<file path="src/core/sdrb_pkg.sv">
// shared constants for the burst sram port
package sdrb_pkg;
    localparam int          CLK_MHZ    = 100;
    localparam int          DLL_MIN_MHZ = 120;
    localparam int          STOP_NS    = 30;
    localparam int          STOP_CYC   = (STOP_NS * CLK_MHZ + 999) / 1000;
    // oversampled pins cannot resolve the tracking band; a legal level may outlast one stop time
    localparam int          SLOW_CYC   = 4 * STOP_CYC;
    localparam logic [10:0] LOCK_CYC   = 11'h400;
    localparam int          ADDR_W     = 4;
    localparam int          DATA_W     = 36;
    localparam int          DEPTH      = 2 << ADDR_W;
    // packed pin vector layout, low bit first
    localparam int          P_NMASK    = 0;
    localparam int          P_BMASK    = 2;
    localparam int          P_D        = 6;
    localparam int          P_ADDR     = 42;
    localparam int          P_DIR      = 46;
    localparam int          P_LOAD_N   = 47;
    localparam int          P_CB       = 48;
    localparam int          P_C        = 49;
    localparam int          P_KB       = 50;
    localparam int          P_K        = 51;
    localparam int          PIN_W      = 52;
    localparam logic [1:0]  STRAP_WAIT = 2'h3;
    typedef enum logic [1:0] {SDRB_X8, SDRB_X9, SDRB_X18, SDRB_X36} sdrb_width_t;
endpackage : sdrb_pkg

</file>
<file path="src/core/sdrb_port.sv">
// burst sram port: dll lock model, write capture with lane masks, read launch
// Functional notes
// - delay loop tracks input clocks from 120 MHz up to rated maximum; model drops lock after SLOW_CYC clk with no k or kb rise, or when bypass is low.
// - with bypass high, lock reported after 1024 stable input clock cycles.
// - slowing or stopping input clocks resets the loop; it relocks afterwards.
// - bypass pin low disables the delay loop entirely.
// - write: load low, dir low at k; words at next k, then kb.
// - read: word0 on cb rise in t+1, word1 on c rise in t+2.
// - burst uses latched address then next internal location.
// - write data on both input phases; read data on c/cb or k/kb.
// - after power up outputs high impedance until a read.
// - lane masks may differ between the two words of one write.
// - x8: nibble mask bit0 stores [3:0], bit1 stores [7:4].
// - x18: byte mask bit0 stores [8:0], bit1 stores [17:9].
// - x9: single byte mask low stores all nine bits.
// - x36: mask bits 0..3 enable the four nine-bit lanes.
// - all mask bits high writes nothing for that word.
module sdrb_port (
    input  wire logic                         clk_i,
    input  wire logic                         resetn_i,
    input  wire logic                         k_i,
    input  wire logic                         k_n_i,
    input  wire logic                         c_i,
    input  wire logic                         c_n_i,
    input  wire logic                         load_strobe_n_i,
    input  wire logic                         dir_read_i,
    input  wire logic [sdrb_pkg::ADDR_W-1:0]  addr_i,
    input  wire logic [sdrb_pkg::DATA_W-1:0]  d_i,
    input  wire logic [3:0]                   byte_lane_mask_n_i,
    input  wire logic [1:0]                   nibble_lane_mask_n_i,
    input  wire logic                         loop_bypass_n_i,
    input  wire sdrb_pkg::sdrb_width_t        width_i,
    output logic      [sdrb_pkg::DATA_W-1:0]  q_o,
    output logic                              q_oe_o,
    output logic                              dll_lock_o,
    output logic                              single_clk_o
);

    typedef struct packed {
        logic [sdrb_pkg::PIN_W-1:0]                      sy1;
        logic [sdrb_pkg::PIN_W-1:0]                      sy2;
        logic [sdrb_pkg::PIN_W-1:0]                      sy3;
        logic [3:0]                                      clkf;
        logic [1:0]                                      st_cnt;
        logic                                            single;
        logic [3:0]                                      gap;
        logic [10:0]                                     lock_cnt;
        logic                                            locked;
        logic                                            wr_p0;
        logic                                            wr_p1;
        logic [sdrb_pkg::ADDR_W-1:0]                     wr_addr;
        logic [sdrb_pkg::ADDR_W-1:0]                     wr_baddr;
        logic                                            rd_p0;
        logic                                            rd_rdy;
        logic                                            rd_w1;
        logic [sdrb_pkg::ADDR_W-1:0]                     rd_addr;
        logic [sdrb_pkg::ADDR_W-1:0]                     rd_laddr;
        logic [sdrb_pkg::DATA_W-1:0]                     q;
        logic                                            oe;
        logic [sdrb_pkg::DEPTH-1:0][sdrb_pkg::DATA_W-1:0] mem;
    } sdrb_state_t;

    sdrb_state_t st_r;
    sdrb_state_t st_nxt;

    ////////////////////////////////////////////////////////////////////////////
    // lane enables per width, mask active low
    function automatic logic [sdrb_pkg::DATA_W-1:0] sdrb_lanes(
        input sdrb_pkg::sdrb_width_t w,
        input logic [3:0]            bm,
        input logic [1:0]            nm);
        logic [sdrb_pkg::DATA_W-1:0] en;
        en = '0;
        unique case (w)
            sdrb_pkg::SDRB_X8: begin
                en[3:0] = {4{~nm[0]}};
                en[7:4] = {4{~nm[1]}};
            end
            sdrb_pkg::SDRB_X9: begin
                en[8:0] = {9{~bm[0]}};
            end
            sdrb_pkg::SDRB_X18: begin
                en[8:0]  = {9{~bm[0]}};
                en[17:9] = {9{~bm[1]}};
            end
            sdrb_pkg::SDRB_X36: begin
                for (int i = 0; i < 4; i++) begin
                    en[i*9 +: 9] = {9{~bm[i]}};
                end
            end
        endcase
        return en;
    endfunction : sdrb_lanes

    ////////////////////////////////////////////////////////////////////////////
    logic [sdrb_pkg::PIN_W-1:0]  pins;
    logic [3:0]                  clk_lvl;
    logic [3:0]                  agree;
    logic [3:0]                  rise;
    logic                        k_up;
    logic                        kb_up;
    logic                        c_up;
    logic                        cb_up;
    logic                        slow;
    logic [sdrb_pkg::DATA_W-1:0] lane;
    logic [sdrb_pkg::DATA_W-1:0] din;

    assign pins = {k_i, k_n_i, c_i, c_n_i, load_strobe_n_i, dir_read_i, addr_i, d_i,
                   byte_lane_mask_n_i, nibble_lane_mask_n_i};
    assign clk_lvl = st_r.sy3[sdrb_pkg::P_CB +: 4];
    assign agree   = ~(st_r.sy2[sdrb_pkg::P_CB +: 4] ^ clk_lvl);
    assign rise    = agree & clk_lvl & ~st_r.clkf;
    assign k_up    = rise[3];
    assign kb_up   = rise[2];
    // single clock mode launches read data from the input clock pair
    assign c_up    = st_r.single ? rise[3] : rise[1];
    assign cb_up   = st_r.single ? rise[2] : rise[0];
    // no rise on either input phase for the slow time; a longer held level drops lock
    assign slow    = st_r.gap >= 4'(sdrb_pkg::SLOW_CYC);
    assign din     = st_r.sy3[sdrb_pkg::P_D +: sdrb_pkg::DATA_W];
    assign lane    = sdrb_lanes(width_i, st_r.sy3[sdrb_pkg::P_BMASK +: 4],
                                st_r.sy3[sdrb_pkg::P_NMASK +: 2]);

    always_comb begin
        st_nxt      = st_r;
        // only the second and third stages feed the filter
        st_nxt.sy1  = pins;
        st_nxt.sy2  = st_r.sy1;
        st_nxt.sy3  = st_r.sy2;
        st_nxt.clkf = (st_r.clkf & ~agree) | (clk_lvl & agree);

        // strap caught once the synchroniser has filled
        if (st_r.st_cnt != sdrb_pkg::STRAP_WAIT) begin
            st_nxt.st_cnt = st_r.st_cnt + 2'h1;
            if (st_r.st_cnt == sdrb_pkg::STRAP_WAIT - 2'h1) begin
                st_nxt.single = st_r.sy2[sdrb_pkg::P_C] & st_r.sy2[sdrb_pkg::P_CB];
            end
        end

        ////////////////////////////////////////////////////////////////////////
        // delay loop lock model
        if (k_up || kb_up) begin
            st_nxt.gap = '0;
        end else if (!slow) begin
            st_nxt.gap = st_r.gap + 4'h1;
        end
        if (!loop_bypass_n_i) begin
            st_nxt.locked   = 1'b0;
            st_nxt.lock_cnt = '0;
        end else if (slow) begin
            st_nxt.locked   = 1'b0;
            st_nxt.lock_cnt = '0;
        end else if (k_up && !st_r.locked) begin
            st_nxt.lock_cnt = st_r.lock_cnt + 11'h1;
            st_nxt.locked   = (st_r.lock_cnt + 11'h1) == sdrb_pkg::LOCK_CYC;
        end

        ////////////////////////////////////////////////////////////////////////
        // write path; no edges while stopped, so everything simply holds
        if (k_up) begin
            st_nxt.wr_p1 = 1'b0;
            if (st_r.wr_p0) begin
                for (int b = 0; b < sdrb_pkg::DATA_W; b++) begin
                    if (lane[b]) begin
                        st_nxt.mem[{st_r.wr_addr, 1'b0}][b] = din[b];
                    end
                end
                st_nxt.wr_p1    = 1'b1;
                st_nxt.wr_baddr = st_r.wr_addr;
            end
            st_nxt.wr_p0 = 1'b0;
            st_nxt.rd_p0 = 1'b0;
            st_nxt.rd_rdy = st_r.rd_p0;
            st_nxt.rd_laddr = st_r.rd_addr;
            if (!st_r.sy3[sdrb_pkg::P_LOAD_N]) begin
                if (st_r.sy3[sdrb_pkg::P_DIR]) begin
                    st_nxt.rd_p0   = 1'b1;
                    st_nxt.rd_addr = st_r.sy3[sdrb_pkg::P_ADDR +: sdrb_pkg::ADDR_W];
                end else begin
                    st_nxt.wr_p0   = 1'b1;
                    st_nxt.wr_addr = st_r.sy3[sdrb_pkg::P_ADDR +: sdrb_pkg::ADDR_W];
                end
            end
        end
        if (kb_up && st_r.wr_p1 && !k_up) begin
            // masks sampled again with the second word
            for (int b = 0; b < sdrb_pkg::DATA_W; b++) begin
                if (lane[b]) begin
                    st_nxt.mem[{st_r.wr_baddr, 1'b1}][b] = din[b];
                end
            end
            st_nxt.wr_p1 = 1'b0;
        end

        ////////////////////////////////////////////////////////////////////////
        // read launch; c handled before cb so a same-sample pair keeps order
        if (c_up) begin
            if (st_r.rd_w1) begin
                st_nxt.q     = st_r.mem[{st_r.rd_laddr, 1'b1}];
                st_nxt.rd_w1 = 1'b0;
            end else begin
                st_nxt.oe = 1'b0;
            end
        end
        if (cb_up && st_nxt.rd_rdy) begin
            st_nxt.q      = st_r.mem[{st_nxt.rd_laddr, 1'b0}];
            st_nxt.oe     = 1'b1;
            st_nxt.rd_w1  = 1'b1;
            st_nxt.rd_rdy = 1'b0;
        end
    end

    always_ff @(posedge clk_i or negedge resetn_i) begin
        if (!resetn_i) begin
            st_r <= '0;
        end else begin
            st_r <= st_nxt;
        end
    end

    assign q_o          = st_r.q;
    assign q_oe_o       = st_r.oe;
    assign dll_lock_o   = st_r.locked;
    assign single_clk_o = st_r.single;

endmodule : sdrb_port

</file>
<file path="config.mk">
export PLATFORM = sky130hd
export DESIGN_NAME = sdrb_port
export DESIGN_NICKNAME = d
export VERILOG_FILES = /design/src/core/sdrb_pkg.sv /design/src/core/sdrb_port.sv
export SDC_FILE = /design/constraint.sdc
export NUM_CORES = 2
export LEC_CHECK = 0
export ABC_AREA = 1
export BUFFER_PORTS_ARGS = -buffer_cell sky130_fd_sc_hd__buf_2
export CAP_MARGIN = 20
export CORE_ASPECT_RATIO = 1.5
export CORE_MARGIN = 4
export CORE_UTILIZATION = 55
export CTS_BUF_LIST = sky130_fd_sc_hd__clkbuf_8
export DETAILED_ROUTE_END_ITERATION = 16
export GPL_TIMING_DRIVEN = 1
export PLACE_DENSITY_LB_ADDON = 0.2
export REMOVE_ABC_BUFFERS = 1
export SYNTH_ARGS = -nofsm -noshare
export SYNTH_HDL_FRONTEND = slang
export SYNTH_SLANG_ARGS = --single-unit
</file>
<file path="constraint.sdc">
create_clock -name clk_i -period 4.5 [get_ports clk_i]
set_input_delay 0.225 -clock clk_i [delete_from_list [all_inputs] [get_ports clk_i]]
set_output_delay 0.225 -clock clk_i [all_outputs]
set_load 0.005 [all_outputs]
</file>
==> reports/qor.txt <==
Status - complete, no violations
Later-pin clock latency in the skew report - 0.93 ns
Vias - 52,765
Detailed Route Iter0 Violations - 5,376
Worst-path clk slew - 0.06 ns
Synth Register Bits - 1,389
Die height - 421 um
Most used DFF post-synth - dfrtp_1
Port bufs - 95
Overall power - 32.3 mW
Crit share post-route - 0.766
Cell area after synthesis - 0.0625 sq mm
Clock Skews - 0.0394 ns
Minimum clock period - 3.45 ns
Final ANT Viol Nets - 0
Setup Viol. Count Final - 0
Max-cap violations - 0
CP endpoint kind - register
CTS max path bufs - 3
Vias in the first global route - 51,741
Routed Wire Length - 182 mm
Critical setup path kind - register to register
Global-route wire length before repair - 287 mm
Via/cell ratio - 5.58
Worst vdd ir - 0.556 mV
Die area - 0.119 sq mm
CTS Sinks - 1,389
Final #Nets - 7,894
Critical path required time - 5.31 ns
Critical path arrival - 4.25 ns
Netlist cell types - 31
Routed wire per std cell - 19.2 um
Largest net degree at the start of global routing - 179
P_leak - 32.6 nW
Core ar. - 0.113 sq mm
Type of the worst min-delay path - input pin to register
Critical path launch point type - register
Cells after synthesis - 7,776
Area occupied by multi-input gates - 0.0228 sq mm
Total Routing Usage GR - 0.305
CTS root buf - clkbuf_8
# DRC - 0
Final HPWL DP - 109 mm
FF+latch area - 0.0348 sq mm
Initial core utilization - 0.554
Initial antenna violation count - 4
Htree depth - 4
Ys async rst share - 1.00
# rows - 151
Final Hold Fails - 0
Post-CTS Setup Bufs - 0
Util after Layout - 0.619
IO Pins - 96
CTS tree - done
Number of flops mapped to enable cells by yosys - 0
Slew @ Worst Pin - 1.14 ns
Worst rel slew slack - 0.240
Die Span X - 283 um
Clock buffer count from CTS - 204
Share of post-route cells with drive strength above 1 - 0.0795
Yosys warns - 0
Max Slew Vio Count - 0
Fmax - 290 MHz
Total congestion overflow - 0
Mean post-synth cell area - 8.03 sq um
DRT Pass-1 Iters - 6
Crit Path Max Fanout - 18
Area Growth Syn to Fin - 11.7%
RSZ-0062 raised after global routing - no
Sequential element share of the synthesized area - 0.556
PwrDens - 464 mW/mm^2
Placer Congestion - 0.868
Fillers - 9,899
placed cells by master, fill, tap and decap left out, types with 45 or more instances in the layout:
cell type and count:
nand2_1 2166, dfrtp_1 1385, o21ai_0 1329, nand3_1 886
inv_1 840, nor2_1 483, clkbuf_8 268, buf_4 126
dlygate4sd3_1 109, buf_2 94, o211ai_1 67, o21ai_1 45
state kept, by name, summed over array words and instances, names as in the netlist, named ones only:
register	cells
st_nxt	104
q_oe_o	1
single_clk_o	1
dll_lock_o	1
din	36
q_o	36
st_r	1202
clk_lvl	4
area by class of cell:
class / instances / share of cell area
antenna: 2 / 0.0000717
clock buffer: 268 / 0.0529
clock inverter: 112 / 0.00821
inverter: 778 / 0.0420
multi-input combinational: 5094 / 0.326
sequential: 1389 / 0.498
tap: 1453 / 0.0261
timing repair buffer: 361 / 0.0462
cells by family (layout without fill, tap and decap cells):
kind of cell | after synthesis | in the layout | synth area share
other cells | 0 | 2 | 0
xor+xnor | 3 | 3 | 0.000421
mux | 10 | 10 | 0.00180
fa+ha+maj | 9 | 9 | 0.00180
compound gates | 1485 | 1485 | 0.122
simple gates | 3587 | 3587 | 0.236
flops | 1389 | 1389 | 0.556
buf+inv | 1293 | 1519 | 0.0813
metal layers:
| layer | track usage | wire length, um |
|---|---|---|
| met3 | 0.0537 | 12300 |
| met2 | 0.509 | 86600 |
| met1 | 0.386 | 72900 |
| met4 | 0.159 | 9990 |
| met5 | 0 | 31 |
synth_stat cells, types with 2 or more instances:
| cell | n | area, sq um |
|---|---|---|
| nand2_1 | 2167 | 8130 |
| nor4_4 | 3 | 63.8 |
| buf_4 | 38 | 285 |
| o21ai_1 | 45 | 225 |
| dfrtp_1 | 1389 | 34800 |
| nor2_2 | 6 | 37.5 |
| o21ai_0 | 1330 | 6660 |
| a21oi_1 | 25 | 125 |
| mux2_2 | 10 | 113 |
| nand2_2 | 9 | 56.3 |
| o22ai_1 | 7 | 43.8 |
| nor2_1 | 497 | 1870 |
| ha_1 | 9 | 113 |
| nand3_1 | 888 | 4440 |
| buf_2 | 69 | 345 |
| o211ai_1 | 67 | 503 |
| nor3_2 | 8 | 80.1 |
| clkinv_1 | 2 | 7.51 |
| inv_1 | 770 | 2890 |
| nor3_1 | 2 | 10.0 |
| a31oi_1 | 6 | 37.5 |
| xnor2_1 | 2 | 17.5 |
| clkbuf_1 | 355 | 1330 |
| inv_2 | 6 | 22.5 |
| nand4_1 | 4 | 25.0 |
| buf_1 | 53 | 199 |
| o21ai_2 | 5 | 43.8 |
path summary, 6_finish.rpt:
path,to,slack (ns),depth (start not counted),startpoint
max,st_r[450],1.05,7,st_nxt[1284]
min,dll_lock_o,0.18,4,loop_bypass_n_i
max reg2reg,st_r[450],1.05,7,st_nxt[1284]
min reg2reg,st_r[1279],0.34,0,st_nxt[1279]
max in group asynchronous,st_r[1083],2.83,4,resetn_i
min in group asynchronous,st_r[752],0.45,3,resetn_i
where the power goes:
group | switching, mW | total [mW] | internal (mW)
clock network | 4.98 | 10.4 | 5.45
logic | 6.03 | 8.51 | 2.48
registers | 0.429 | 13.4 | 13.0
total | 11.4 | 32.3 | 20.9
through the flow:
stage	TNS (ns)	cells	hold WS, ns	instance area (sq um)	worst slack [ns]
after floorplan	-394.74	7261	-0.0706	60300	-10.69
after global placement	0	8954	0.331	64100	1.31
after detailed placement	0	8960	0.334	64300	1.24
after CTS	0	9450	0.0841	69600	1.20
after global routing	0	9456	0.145	69800	0.852
final	0	9457	0.179	69800	1.05
timing repair:
| item | 4_1_cts | 5_1_grt |
|---|---|---|
| hold buffers | 110 | 0 |
| resized for setup | 0 | 0 |
| hold endpoints to repair | 258 | 0 |
critical path, cell delays in order (launching register included):
cell and delay (ns):
dfrtp_1 0.35, ha_1 0.29, nand2_2 0.32, nor2_4 0.42, nand3_1 0.29, nor2_2 0.72
nand2_1 0.57, o21ai_0 0.36
Power figures use the tool's default switching activity.
